### src/pkg/isa_pkg.sv
// constants for the serial stereo audio port: framing, bit-clock divider and buffer
// assumes a single 200 MHz core clock and 16-bit left/right sample words
package isa_pkg;
	// core clock rate in kHz (5 ns period)
	localparam int CLOCK_KHZ = 200000;
	// frame rate produced as master, in kHz
	localparam int FRAME_RATE_KHZ = 48;
	// bit periods per frame in the two master framings
	localparam logic [5:0] FRAME_BITS_SHORT = 6'h20;
	localparam logic [5:0] FRAME_BITS_LONG = 6'h32;
	// channel word length and the index of its last bit
	localparam int WORD_BITS = 16;
	localparam logic [3:0] WORD_LAST = 4'hF;
	// fastest bit clock accepted as slave, in kHz
	localparam int SLAVE_MAX_SCK_KHZ = 3072;
	// least slave bit-clock period in core cycles, rounded up
	localparam int SLAVE_MIN_PERIOD_CYC = (CLOCK_KHZ + SLAVE_MAX_SCK_KHZ - 1) / SLAVE_MAX_SCK_KHZ;
	// least share of a period for either bit-clock phase, in percent
	localparam int DUTY_MIN_PCT = 35;
	// divider settings (toggle rate = clock * num / den) for 1.536 MHz and 2.400 MHz
	localparam logic [15:0] DIV_NUM_SHORT = 16'h0060;
	localparam logic [15:0] DIV_DEN_SHORT = 16'h186A;
	localparam logic [15:0] DIV_NUM_LONG = 16'h0003;
	localparam logic [15:0] DIV_DEN_LONG = 16'h007D;
	// sample buffer: one stereo pair per entry, two entries
	localparam int BUF_WIDTH = 2 * WORD_BITS;
	// reset values of the pin drivers
	localparam logic SCK_RESET = 1'b0;
	localparam logic WS_RESET = 1'b0;
	localparam logic OE_N_RESET = 1'b1;

	// half-frame length, where word select flips
	function automatic logic [5:0] isa_half(input logic long_frame);
		return long_frame ? (FRAME_BITS_LONG >> 1) : (FRAME_BITS_SHORT >> 1);
	endfunction

	// last bit index of a frame
	function automatic logic [5:0] isa_last(input logic long_frame);
		return long_frame ? (FRAME_BITS_LONG - 6'h01) : (FRAME_BITS_SHORT - 6'h01);
	endfunction
endpackage

### src/logic/isa_pair_buffer.sv
// two-entry buffer holding stereo sample pairs between the feeder and the serialiser
// assumes feeder and serialiser share the core clock; enable low freezes it
module isa_pair_buffer
	import isa_pkg::*;
(
	input wire logic clock,
	input wire logic rst_n,
	input wire logic enable,
	input wire logic in_valid,
	output logic in_ready,
	input wire logic [BUF_WIDTH-1:0] in_data,
	output logic out_valid,
	input wire logic out_ready,
	output logic [BUF_WIDTH-1:0] out_data
);
	// whole buffer state
	typedef struct packed {
		logic [1:0][BUF_WIDTH-1:0] mem; // storage
		logic wr; // write slot
		logic rd; // read slot
		logic [1:0] count; // words held
		logic ready; // room for a word
	} isa_buf_type;

	isa_buf_type st;
	isa_buf_type next_st;
	logic push; // word accepted
	logic pop; // word drained

	// push/pop bookkeeping; ready drops when both entries are full
	always_comb begin
		next_st = st;
		push = enable && in_valid && st.ready;
		pop = enable && out_ready && (st.count != 2'h0);
		if (push) begin
			next_st.mem[st.wr] = in_data;
			next_st.wr = !st.wr;
		end
		if (pop) begin
			next_st.rd = !st.rd;
		end
		next_st.count = 2'(st.count + {1'b0, push} - {1'b0, pop});
		next_st.ready = (next_st.count != 2'h2);
	end

	// state register
	always_ff @(posedge clock) begin
		if (!rst_n) begin
			st <= '0;
			st.ready <= 1'b1;
		end else if (enable) begin
			st <= next_st;
		end
	end

	assign in_ready = st.ready;
	assign out_valid = (st.count != 2'h0);
	assign out_data = st.mem[st.rd];
endmodule // isa_pair_buffer

### src/logic/isa_audio_port.sv
// serial stereo audio port: master or slave bit clock, 16-bit words, data on falling edges
// assumes pins arrive asynchronous to clock; the pad ring builds wires from the oe_n pins
// Overview of operation
// - master drives clock and select, slave receives
// - serial data output is always driven
// - 16-bit words, MSB in slot MSB position
// - MSB one bit after select change, falling edges
// - left while select low, right while high
// - master frames: 48 kHz, 32 or 50 bits
// - master clock from fractional N/M divider
// - slave accepts any clock up to 3.072 MHz
// - master clock phases each at least 35 percent
module isa_audio_port
	import isa_pkg::*;
(
	input wire logic clock,
	input wire logic rst_n,
	input wire logic enable,
	input wire logic master_mode,
	input wire logic long_frame,
	input wire logic [15:0] div_num,
	input wire logic [15:0] div_den,
	input wire logic tx_valid,
	output logic tx_ready,
	input wire logic [15:0] tx_left,
	input wire logic [15:0] tx_right,
	input wire logic sck_in,
	output logic sck_out,
	output logic sck_oe_n,
	input wire logic ws_in,
	output logic ws_out,
	output logic ws_oe_n,
	output logic sdo
);
	// whole port state
	typedef struct packed {
		logic [2:0] sck_sync; // bit clock synchroniser and edge history
		logic [1:0] ws_sync; // word select synchroniser
		logic [15:0] acc; // divider phase accumulator
		logic sck; // generated bit clock
		logic ws; // generated word select
		logic oe_n; // clock/select drivers off
		logic sdo; // serial data
		logic [5:0] cnt; // bit index in frame
		logic ws_rise; // select seen at last rising edge
		logic ws_prev; // select of the bit period before
		logic [15:0] sh; // word bits still to send
		logic [3:0] left; // bits still to send
		logic [15:0] right_hold; // right word of current pair
	} isa_state_type;

	isa_state_type st;
	isa_state_type next_st;
	logic [16:0] sum; // accumulator plus step
	logic tick; // bit-clock half-period elapsed
	logic fall; // falling bit-clock edge
	logic rise; // rising bit-clock edge
	logic cur; // select during the period that ends
	logic load; // first bit of a new word
	logic take; // pull a pair from the buffer
	logic [15:0] word; // word being loaded
	logic [5:0] next_cnt; // following bit index
	logic buf_valid; // buffer holds a pair
	logic [BUF_WIDTH-1:0] buf_data; // oldest pair, left high

	// sample pairs queue here so a late feeder costs no word
	isa_pair_buffer u_buf (
		.clock(clock),
		.rst_n(rst_n),
		.enable(enable),
		.in_valid(tx_valid),
		.in_ready(tx_ready),
		.in_data({tx_left, tx_right}),
		.out_valid(buf_valid),
		.out_ready(take),
		.out_data(buf_data)
	);

	// edge generation, framing and serialising
	always_comb begin
		next_st = st;
		sum = {1'b0, st.acc} + {1'b0, div_num};
		tick = 1'b0;
		fall = 1'b0;
		rise = 1'b0;
		cur = 1'b0;
		load = 1'b0;
		take = 1'b0;
		word = 16'h0000;
		next_cnt = st.cnt;
		if (enable) begin
			next_st.sck_sync = {st.sck_sync[1:0], sck_in};
			next_st.ws_sync = {st.ws_sync[0], ws_in};
			next_st.oe_n = !master_mode;
			if (master_mode) begin
				if (div_den == 16'h0000) begin
					next_st.acc = 16'h0000;
				end else if (sum >= {1'b0, div_den}) begin
					tick = 1'b1;
					next_st.acc = 16'(sum - {1'b0, div_den});
				end else begin
					next_st.acc = sum[15:0];
				end
				fall = tick && st.sck;
				rise = tick && !st.sck;
				if (tick) begin
					next_st.sck = !st.sck;
				end
			end else begin
				next_st.acc = 16'h0000;
				next_st.sck = SCK_RESET;
				rise = st.sck_sync[1] && !st.sck_sync[2];
				fall = !st.sck_sync[1] && st.sck_sync[2];
				if (rise) begin
					next_st.ws_rise = st.ws_sync[1];
				end
			end
			if (fall) begin
				cur = master_mode ? st.ws : st.ws_rise;
				load = (cur != st.ws_prev);
				next_st.ws_prev = cur;
				if (master_mode) begin
					// frame of 32 or 50 bits
					next_cnt = (st.cnt >= isa_last(long_frame)) ? 6'h00 : 6'(st.cnt + 6'h01);
					next_st.cnt = next_cnt;
					// low half left, high half right
					next_st.ws = (next_cnt >= isa_half(long_frame));
				end
				if (load) begin
					// left word opens a new pair
					if (!cur) begin
						take = buf_valid;
						word = buf_valid ? buf_data[BUF_WIDTH-1:WORD_BITS] : 16'h0000;
						next_st.right_hold = buf_valid ? buf_data[WORD_BITS-1:0] : 16'h0000;
					end else begin
						word = st.right_hold;
					end
					next_st.sdo = word[15];
					next_st.sh = {word[14:0], 1'b0};
					next_st.left = WORD_LAST;
				end else if (st.left != 4'h0) begin
					next_st.sdo = st.sh[15];
					next_st.sh = {st.sh[14:0], 1'b0};
					next_st.left = 4'(st.left - 4'h1);
				end else begin
					next_st.sdo = 1'b0;
				end
			end
		end
	end

	// state register, frozen while enable is low
	always_ff @(posedge clock) begin
		if (!rst_n) begin
			st <= '0;
			st.sck <= SCK_RESET;
			st.ws <= WS_RESET;
			st.oe_n <= OE_N_RESET;
		end else if (enable) begin
			st <= next_st;
		end
	end

	// data pin has no enable, always driven
	assign sdo = st.sdo;
	assign sck_out = st.sck;
	assign ws_out = st.ws;
	assign sck_oe_n = st.oe_n;
	assign ws_oe_n = st.oe_n;

	// phase-length helper for the duty check
	logic [11:0] hi_len; // cycles of current/last high phase
	logic [11:0] lo_len; // cycles of current/last low phase
	always_ff @(posedge clock) begin
		if (!rst_n || !master_mode) begin
			hi_len <= 12'h000;
			lo_len <= 12'h000;
		end else if (enable) begin
			if (st.sck) begin
				hi_len <= 12'(hi_len + 12'h001);
				if (!next_st.sck) begin
					lo_len <= 12'h000;
				end
			end else begin
				lo_len <= 12'(lo_len + 12'h001);
				if (next_st.sck) begin
					hi_len <= 12'h000;
				end
			end
		end
	end
endmodule // isa_audio_port

### config.mk
export PLATFORM = sky130hd
export DESIGN_NAME = isa_audio_port
export DESIGN_NICKNAME = d
export VERILOG_FILES = /design/src/pkg/isa_pkg.sv /design/src/logic/isa_pair_buffer.sv /design/src/logic/isa_audio_port.sv
export SDC_FILE = /design/constraint.sdc
export NUM_CORES = 1
export LEC_CHECK = 0
export ABC_AREA = 0
export BUFFER_PORTS_ARGS = -buffer_cell sky130_fd_sc_hd__buf_2
export CAP_MARGIN = 20
export CORE_ASPECT_RATIO = 1.1
export CORE_MARGIN = 8
export CORE_UTILIZATION = 50
export DETAILED_ROUTE_END_ITERATION = 8
export PLACE_DENSITY_LB_ADDON = 0.05
export SETUP_SLACK_MARGIN = 0.4
export SYNTH_ARGS = -nofsm -noshare
export SYNTH_HDL_FRONTEND = slang
export SYNTH_SLANG_ARGS = --single-unit
### constraint.sdc
create_clock -name clock -period 4.62 [get_ports clock]
set_clock_uncertainty 0.2 [all_clocks]
set_input_delay 0.231 -clock clock [delete_from_list [all_inputs] [get_ports clock]]
set_output_delay 0.231 -clock clock [all_outputs]
set_load 0.005 [all_outputs]
# Yosys cells after proc, flatten, opt, wreduce, memory -nomap -nowiden
# Cells that the tools add are included.
[op_classes]
n_reduce_logical = 26
n_bitwise = 2
addsub = 6
shift = 0
magnitude_cmp = 6
muxes = 30
multipliers = 0
div_mod_pow = 0
n_eq_ne = 3
[op_table]
columns = ["op", "count"]
rows = [
  ["32-bit two-way mux", 3],
  ["16-bit two-way mux", 5],
  ["64-bit bitwise mux", 1],
  ["20-bit two-way mux", 2],
  ["32-bit demux with 1-bit select", 1],
  ["16-bit by 16-bit adder with 17-bit output", 1],
  ["17-bit by 16-bit >= comparator with 1-bit output", 1],
  ["17-bit two-way mux", 1],
  ["16-bit logical NOT", 1],
  ["16-bit subtractor", 1],
  ["1-bit two-way mux", 14],
  ["6-bit two-way mux", 2],
  ["3-bit AND reduction", 3],
  ["1-bit logical AND", 8],
  ["2-bit AND reduction", 4],
  ["6-bit by 1-bit adder with 6-bit output, second input constant", 1],
  ["6-bit by 5-bit >= comparator with 1-bit output", 1],
  ["6-bit >= comparator", 1],
  ["1-bit logical NOT", 6],
  ["1-bit by 2-bit less-than comparator with 1-bit output, second input constant", 2],
  ["4-bit two-way mux", 1],
  ["4-bit AND reduction", 1],
  ["2-bit nonzero test", 2],
  ["4-bit nonzero test", 1],
  ["other kinds (8)", 9],
]
[totals]
mem_bits_ro = 0
mem_bits_rw = 0
register_bits = 138
input_bits = 72
memories = 0
out_inout_bits = 6
latch_bits = 0

# Longest topological paths before layout
[depth]
depth_word = 15
ltp_mapped = 27
mapped_depth_nobuf = 26

# Hierarchy
# From an unflattened synthesis, not the netlist that was laid out.
[unflattened]
cells_unflattened = 943
hier_area_um2 = 8089.0
[by_module_without_submodules]
columns = ["mod", "instances", "area_each_um2", "seq_area_each_um2", "cells_per_inst"]
rows = [
  ["isa_audio_port", 1, 5121.2, 1361.3, 629],
  ["isa_pair_buffer", 1, 2967.8, 1381.3, 314],
]

# Worst setup path before layout
# OpenSTA, ideal clock, no wires.
[synth_timing]
kind = "register -> register"
from = "register st[48] (netlist name)"
to = "register u_buf.st (netlist bit u_buf.in_ready)"
arrival_time_ps = 4629
stages_incl_launch_ff = 27
setup_slack_ps = -338
period_less_slack_ps = 4958
required_ps = 4290
path_cell_list = "dfxtp_1 ha_1 inv_1 fa_1 nand2b_1 a21oi_2 o41ai_4 o211a_2 xnor2_1 ha_1 a21oi_1 o21ai_1 a211o_1 a211oi_2 o31ai_2 o211ai_2 buf_2 a21oi_1 ha_1 inv_1 ha_1 xor2_1 xnor2_1 nor2_1 nand2_1 o21ai_0 nand2_1"
[synth_via]
elab_chain_len = 15
[synth_rtl]
columns = ["element", "line", "source"]
rows = [
  ["start, declared", "isa_audio_port.sv:52", "isa_state_type st;"],
  ["start signal, assigned", "isa_audio_port.sv:160", "st <= next_st;"],
  ["16-bit by 16-bit adder with 17-bit output", "isa_audio_port.sv:82", "sum = {1'b0, st.acc} + {1'b0, div_num};"],
  ["17-bit by 16-bit >= comparator with 1-bit output", "isa_audio_port.sv:98", "end else if (sum >= {1'b0, div_den}) begin"],
  ["1-bit two-way mux", "isa_audio_port.sv:98", ""],
  ["1-bit two-way mux", "isa_audio_port.sv:96", "if (div_den == 16'h0000) begin"],
  ["1-bit two-way mux", "isa_audio_port.sv:95", "if (master_mode) begin"],
  ["1-bit two-way mux", "isa_audio_port.sv:91", "if (enable) begin"],
  ["1-bit logical AND", "isa_audio_port.sv:104", "fall = tick && st.sck;"],
  ["1-bit two-way mux", "isa_audio_port.sv:95", ""],
  ["1-bit two-way mux", "isa_audio_port.sv:91", ""],
  ["1-bit two-way mux", "isa_audio_port.sv:118", "if (fall) begin"],
  ["1-bit two-way mux", "isa_audio_port.sv:91", ""],
  ["1-bit logical AND (2 in a row)", "isa_pair_buffer.sv:34", "pop = enable && out_ready && (st.count != 2'h0);"],
  ["2-bit by 1-bit subtractor with 2-bit output", "isa_pair_buffer.sv:42", "next_st.count = 2'(st.count + {1'b0, push} - {1'b0, pop});"],
  ["2-bit inequality test", "isa_pair_buffer.sv:43", "next_st.ready = (next_st.count != 2'h2);"],
  ["end signal, assigned", "isa_pair_buffer.sv:52", "st <= next_st;"],
  ["end, declared", "isa_pair_buffer.sv:25", "isa_buf_type st;"],
]
# No other way between the ends. The select of a mux whose other input is x is not followed.
# A chain may end at the register's enable or synchronous reset.

# Final worst setup path
[layout_timing]
from = "register st[48] (netlist name)"
to = "register u_buf.st[2] (netlist name)"
[layout_via]
elab_chain_len = 14
[layout_rtl]
columns = ["element", "line"]
rows = [
  ["16-bit by 16-bit adder with 17-bit output", "isa_audio_port.sv:82"],
  ["17-bit by 16-bit >= comparator with 1-bit output", "isa_audio_port.sv:98"],
  ["1-bit two-way mux", "isa_audio_port.sv:98"],
  ["1-bit two-way mux", "isa_audio_port.sv:96"],
  ["1-bit two-way mux", "isa_audio_port.sv:95"],
  ["1-bit two-way mux", "isa_audio_port.sv:91"],
  ["1-bit logical AND", "isa_audio_port.sv:104"],
  ["1-bit two-way mux", "isa_audio_port.sv:95"],
  ["1-bit two-way mux", "isa_audio_port.sv:91"],
  ["1-bit two-way mux", "isa_audio_port.sv:118"],
  ["1-bit two-way mux", "isa_audio_port.sv:91"],
  ["1-bit logical AND (2 in a row)", "isa_pair_buffer.sv:34"],
  ["2-bit by 1-bit subtractor with 2-bit output", "isa_pair_buffer.sv:42"],
]
# No other way between the ends. The select of a mux whose other input is x is not followed.

==> flow_results.org <==
** Clocking
- Counting along the longest clock path gives a buffer depth of 2.
- Clock buffer count from CTS :: 17
- The cell sitting at the root of the clock tree is a sky130_fd_sc_hd__clkbuf_16.
- Clock sink count :: 137
- The clock tree synthesis step divided the H-tree into 4 levels.
- After clock tree synthesis, the clock-pin slew on the worst setup and hold paths is 0.06 ns.
- TritonCTS clock tree :: yes
- At the later pin of the worst-skew pair, clock insertion delay measures 0.42 ns.

** Logic synthesis
- The netlist uses 66 different library cells.
- For this run, the number of Yosys warnings is 0.
- In this run the cell area of the synthesized design comes to 7542 um2.
- Post-synthesis net count :: 1047
- Seq/Total Area, Yosys :: 0.3636
- Most area-consuming cells after synthesis :: sky130_fd_sc_hd__dfxtp_1 36%, sky130_fd_sc_hd__nand2_1 11%, sky130_fd_sc_hd__mux2i_1 8.8%
- For this run, asynchronously set or reset flops after synthesis account for 0.
- By area, the combinational part of the netlist is dominated by compound AO/OA/AOI/OAI gates.
- Measured against the total synthesized area, the mux share comes to 0.09207.
- Compound-cell area share of the yosys netlist :: 0.2022
- Averaged over all synthesized cells, the footprint is 8.101 um2.
- The share of synthesized area in the top cell type comes to 0.3636.
- Flip-flop and latch count after synthesis :: 137
- Xor/xnor cell area share of the yosys netlist :: 0.03832
- Number of instances in the synthesized netlist :: 931
- Synthesized-area fraction occupied by and/or/nand/nor cells :: 0.1813
- In the synthesized netlist the dominant register cell turns out to be sky130_fd_sc_hd__dfxtp_1.
- Most frequent cells after synthesis :: 218 x sky130_fd_sc_hd__nand2_1, 137 x sky130_fd_sc_hd__dfxtp_1, 99 x sky130_fd_sc_hd__a21oi_1, 66 x sky130_fd_sc_hd__mux2i_1, 43 x sky130_fd_sc_hd__clkbuf_1
- In this run, synthesis inferred 0 flip-flops with an integrated enable.
- Of the total synthesized cell area, the portion taken by full adders, half adders and majority gates is 0.07498.
- Cell taking the most area after synthesis :: sky130_fd_sc_hd__dfxtp_1
- In the post-synthesis netlist, the cell with the most instances is sky130_fd_sc_hd__nand2_1.

** Timing
- For this run, the top clock speed supported by timing is 216.9 MHz.
- The hold violation total from the final report came to 0.
- Count of final max-slew check failures :: 0
- Setup violations, final :: 0
- At the pin with the least slew margin, the transition time is 1.439 ns.
- Worst hold margin :: 0.06443 ns
- Of the available clock period, the critical path in the final layout requires 0.9980.
- Max-Slew Margin vs Limit :: 0.02735
- Setup repair after global routing could not meet its margin everywhere.
- Shortest clock period the worst path allows after layout :: 4.611 ns

** Global route
- Total grt overflow :: 0
- The via count of the first global-routing pass came to 6716.
- Maximum number of pins on one net before global-route repair :: 58
- Antenna violations before repair :: 0
- Combined global-route utilization of all metal layers :: 0.2031
- Global-route wire length before repair :: 32.02 mm

** Setup path
- At the worst endpoint, the required time is 4.69 ns.
- Critical register-to-register path endpoint :: u_buf.st[2]$_SDFFE_PN0P_
- STA classifies the critical path startpoint as a flop.
- Worst-case register-to-register setup slack :: 0.009 ns
- Data on the critical path arrives at its endpoint at 4.68 ns.
- The worst setup path is captured at a flop.
- Worst R2R Path Depth :: 24
- Maximum fanout along the worst path :: 4
- The critical path in this run is classified as reg2reg.
- The startpoint identified for the worst register-to-register timing path is st[48]$_SDFFE_PN0P_.

** Floorplan
- The die covers 19280 um2.
- From bottom edge to top edge, the die measures 144.8 um.
- Starting density of the core :: 0.5069
- Core Rows :: 47
- CORE AREA :: 14880 um2
- Total I/O pin count :: 78
- In this run the horizontal extent of the chip is 133.1 um.

** Place
- Routability-driven placement finished with a final weighted congestion of 0.8286.
- Detailed placement ended at an HPWL of 13.32 mm.
- Placed cell areas :: 8356 um2
- Port buffering added 77 buffers.
- Including well taps, the total number of placed cells is 1196.

** Pwr
- Summed over all cells, the static leakage comes to 3.832 nW.
- Summing internal, switching and leakage power gives 4.325 mW.
- Worst VDD drop :: 0.2543 mV
- Pwr Density :: 448.3 nW/um2

** Drt
- Post-route antenna net violation count :: 0
- Average wire per cell in the routed design :: 15.16 um
- Router iterations before antenna repair :: 4
- For this run, design rule violations remaining after detail routing come to 0.
- In the routed layout, each cell is associated on average with a via count of 5.333.
- Wires add up to 19.39 mm.
- Iter 0 DRT Violations :: 370
- Routed via count :: 6821

** Run status
- The run finished with clean final reports.

** Final layout
- At the end of the flow the core is filled with cells to 0.6484.
- In the final design database the tool counted 1187 nets.
- Area delta synth->final :: 27.90%
- The count of cells in the finished layout, fillers not included, comes to 1279.
- Ratio of cells with drive above 1 in the final layout :: 0.1994
- After routing the design area is 9647 um2.
- The number of antenna diodes in the final layout is 0.

** Min path
- The worst hold path terminates at u_buf.in_ready$_SDFFE_PN1P_.
- The startpoint identified for the worst hold timing path is enable.
- The tightest min-delay check is of the in2reg type.
- Hold-critical path depth :: 4

** Job
- Max-capacitance violation count :: 0
-- how the worst max path moves through the flow --
stage                                    from                           to  slack [ns]  cells past startpoint
after global routing      st[48]$_SDFFE_PN0P_  u_buf.in_ready$_SDFFE_PN1P_       -0.22                     26
after floorplan           st[48]$_SDFFE_PN0P_  u_buf.in_ready$_SDFFE_PN1P_       -0.04                     26
after CTS                 st[48]$_SDFFE_PN0P_  u_buf.in_ready$_SDFFE_PN1P_      -0.007                     26
after global placement             div_num[0]  u_buf.in_ready$_SDFFE_PN1P_        0.02                     26
final                     st[48]$_SDFFE_PN0P_     u_buf.st[2]$_SDFFE_PN0P_       0.009                     24
after detailed placement           div_num[0]  u_buf.in_ready$_SDFFE_PN1P_       -0.05                     26
-- metal layers --
layer	global-route usage	wire, um
met2	0.3711	9749
met1	0.2358	8602
met4	0.06328	400
met5	0	0
met3	0.03798	634
-- flip-flops by register name, summed over array words and instances (netlist names) --
| register | count |
|---|---|
| st | 64 |
| sck_out | 1 |
| sck_oe_n | 1 |
| u_buf.in_ready | 1 |
| ws_out | 1 |
| u_buf.st | 68 |
| sdo | 1 |
-- critical path, stage by stage (launching register included) --
cell and delay [ns]:
sky130_fd_sc_hd__dfxtp_2 0.34, sky130_fd_sc_hd__ha_4 0.14, sky130_fd_sc_hd__inv_2 0.04, sky130_fd_sc_hd__fa_2 0.33
sky130_fd_sc_hd__nand2b_4 0.16, sky130_fd_sc_hd__a21oi_4 0.18, sky130_fd_sc_hd__buf_4 0.13, sky130_fd_sc_hd__nor2_1 0.04
sky130_fd_sc_hd__xnor2_1 0.30, sky130_fd_sc_hd__ha_1 0.35, sky130_fd_sc_hd__nand4_1 0.14, sky130_fd_sc_hd__nor2_1 0.07
sky130_fd_sc_hd__a211o_1 0.31, sky130_fd_sc_hd__a211oi_2 0.22, sky130_fd_sc_hd__o31ai_2 0.14, sky130_fd_sc_hd__o211ai_2 0.24
sky130_fd_sc_hd__a21oi_4 0.10, sky130_fd_sc_hd__ha_4 0.29, sky130_fd_sc_hd__inv_2 0.04, sky130_fd_sc_hd__ha_4 0.15
sky130_fd_sc_hd__xor2_2 0.15, sky130_fd_sc_hd__buf_4 0.13, sky130_fd_sc_hd__nand2_1 0.05, sky130_fd_sc_hd__xor2_1 0.16
sky130_fd_sc_hd__nor2_1 0.05
-- through the flow --
stage / setup TNS [ns] / worst slack (ns)
3_5_place_dp: -0.04833 / -0.04833
6_report: 0 / 0.009195
3_3_place_gp: 0 / 0.01733
4_1_cts: -0.006899 / -0.006899
2_1_floorplan: -0.04466 / -0.04466
5_1_grt: -0.4198 / -0.2177
-- logic make-up (layout without fill, tap and decap cells) --
| group | after synthesis | after routing |
|---|---|---|
| flip-flops | 137 | 137 |
| AND/OR/NAND/NOR | 322 | 322 |
| XOR/XNOR | 33 | 33 |
| adder cells (fa/ha/maj) | 44 | 44 |
| AO/OA/AOI/OAI | 239 | 239 |
| buffers and inverters | 87 | 239 |
| multiplexers | 69 | 69 |
-- placed cells by master, fill, tap and decap left out, drive strengths merged, types with 4 or more instances in the layout --
cell,count
mux2i,66
dlygate4sd3,36
nand3,11
o21ai,38
a21oi,100
nand2b,14
xnor2,26
clkinvlp,4
o22ai,19
nor2b,5
a211oi,9
nand2,218
a21o,8
dfxtp,137
and2,4
buf,134
nor2,39
nor4,4
nor3,10
inv,42
ha,42
clkbuf,19
o211ai,31
xor2,7
-- power by group --
| part | switching, mW | leakage, nW | total [mW] | internal [mW] |
|---|---|---|---|---|
| Combinational | 0.883 | 2.45 | 1.72 | 0.841 |
| Sequential | 0.0364 | 1.11 | 1.28 | 1.24 |
| Clock | 0.523 | 0.267 | 1.32 | 0.799 |
| Total | 1.44 | 3.83 | 4.33 | 2.88 |
-- timing repair --
action,in CTS,in global routing
pin swaps,22,21
resized for setup,10,32
endpoints found under the hold margin,68,0
hold buffers,36,0
setup endpoints to repair,36,65
buffers inserted,8,6
gates cloned,2,0
-- layout make-up --
cell class | instances | area [um2]
fill | 1367 | 5231
multi-input combinational | 707 | 4686
sequential | 137 | 2745
timing repair buffer | 170 | 1252
clock buffer | 19 | 432.9
tap | 196 | 245.2
clock inverter | 12 | 142.6
inverter | 38 | 142.6
Note: power is estimated with default switching activity, not from simulation.
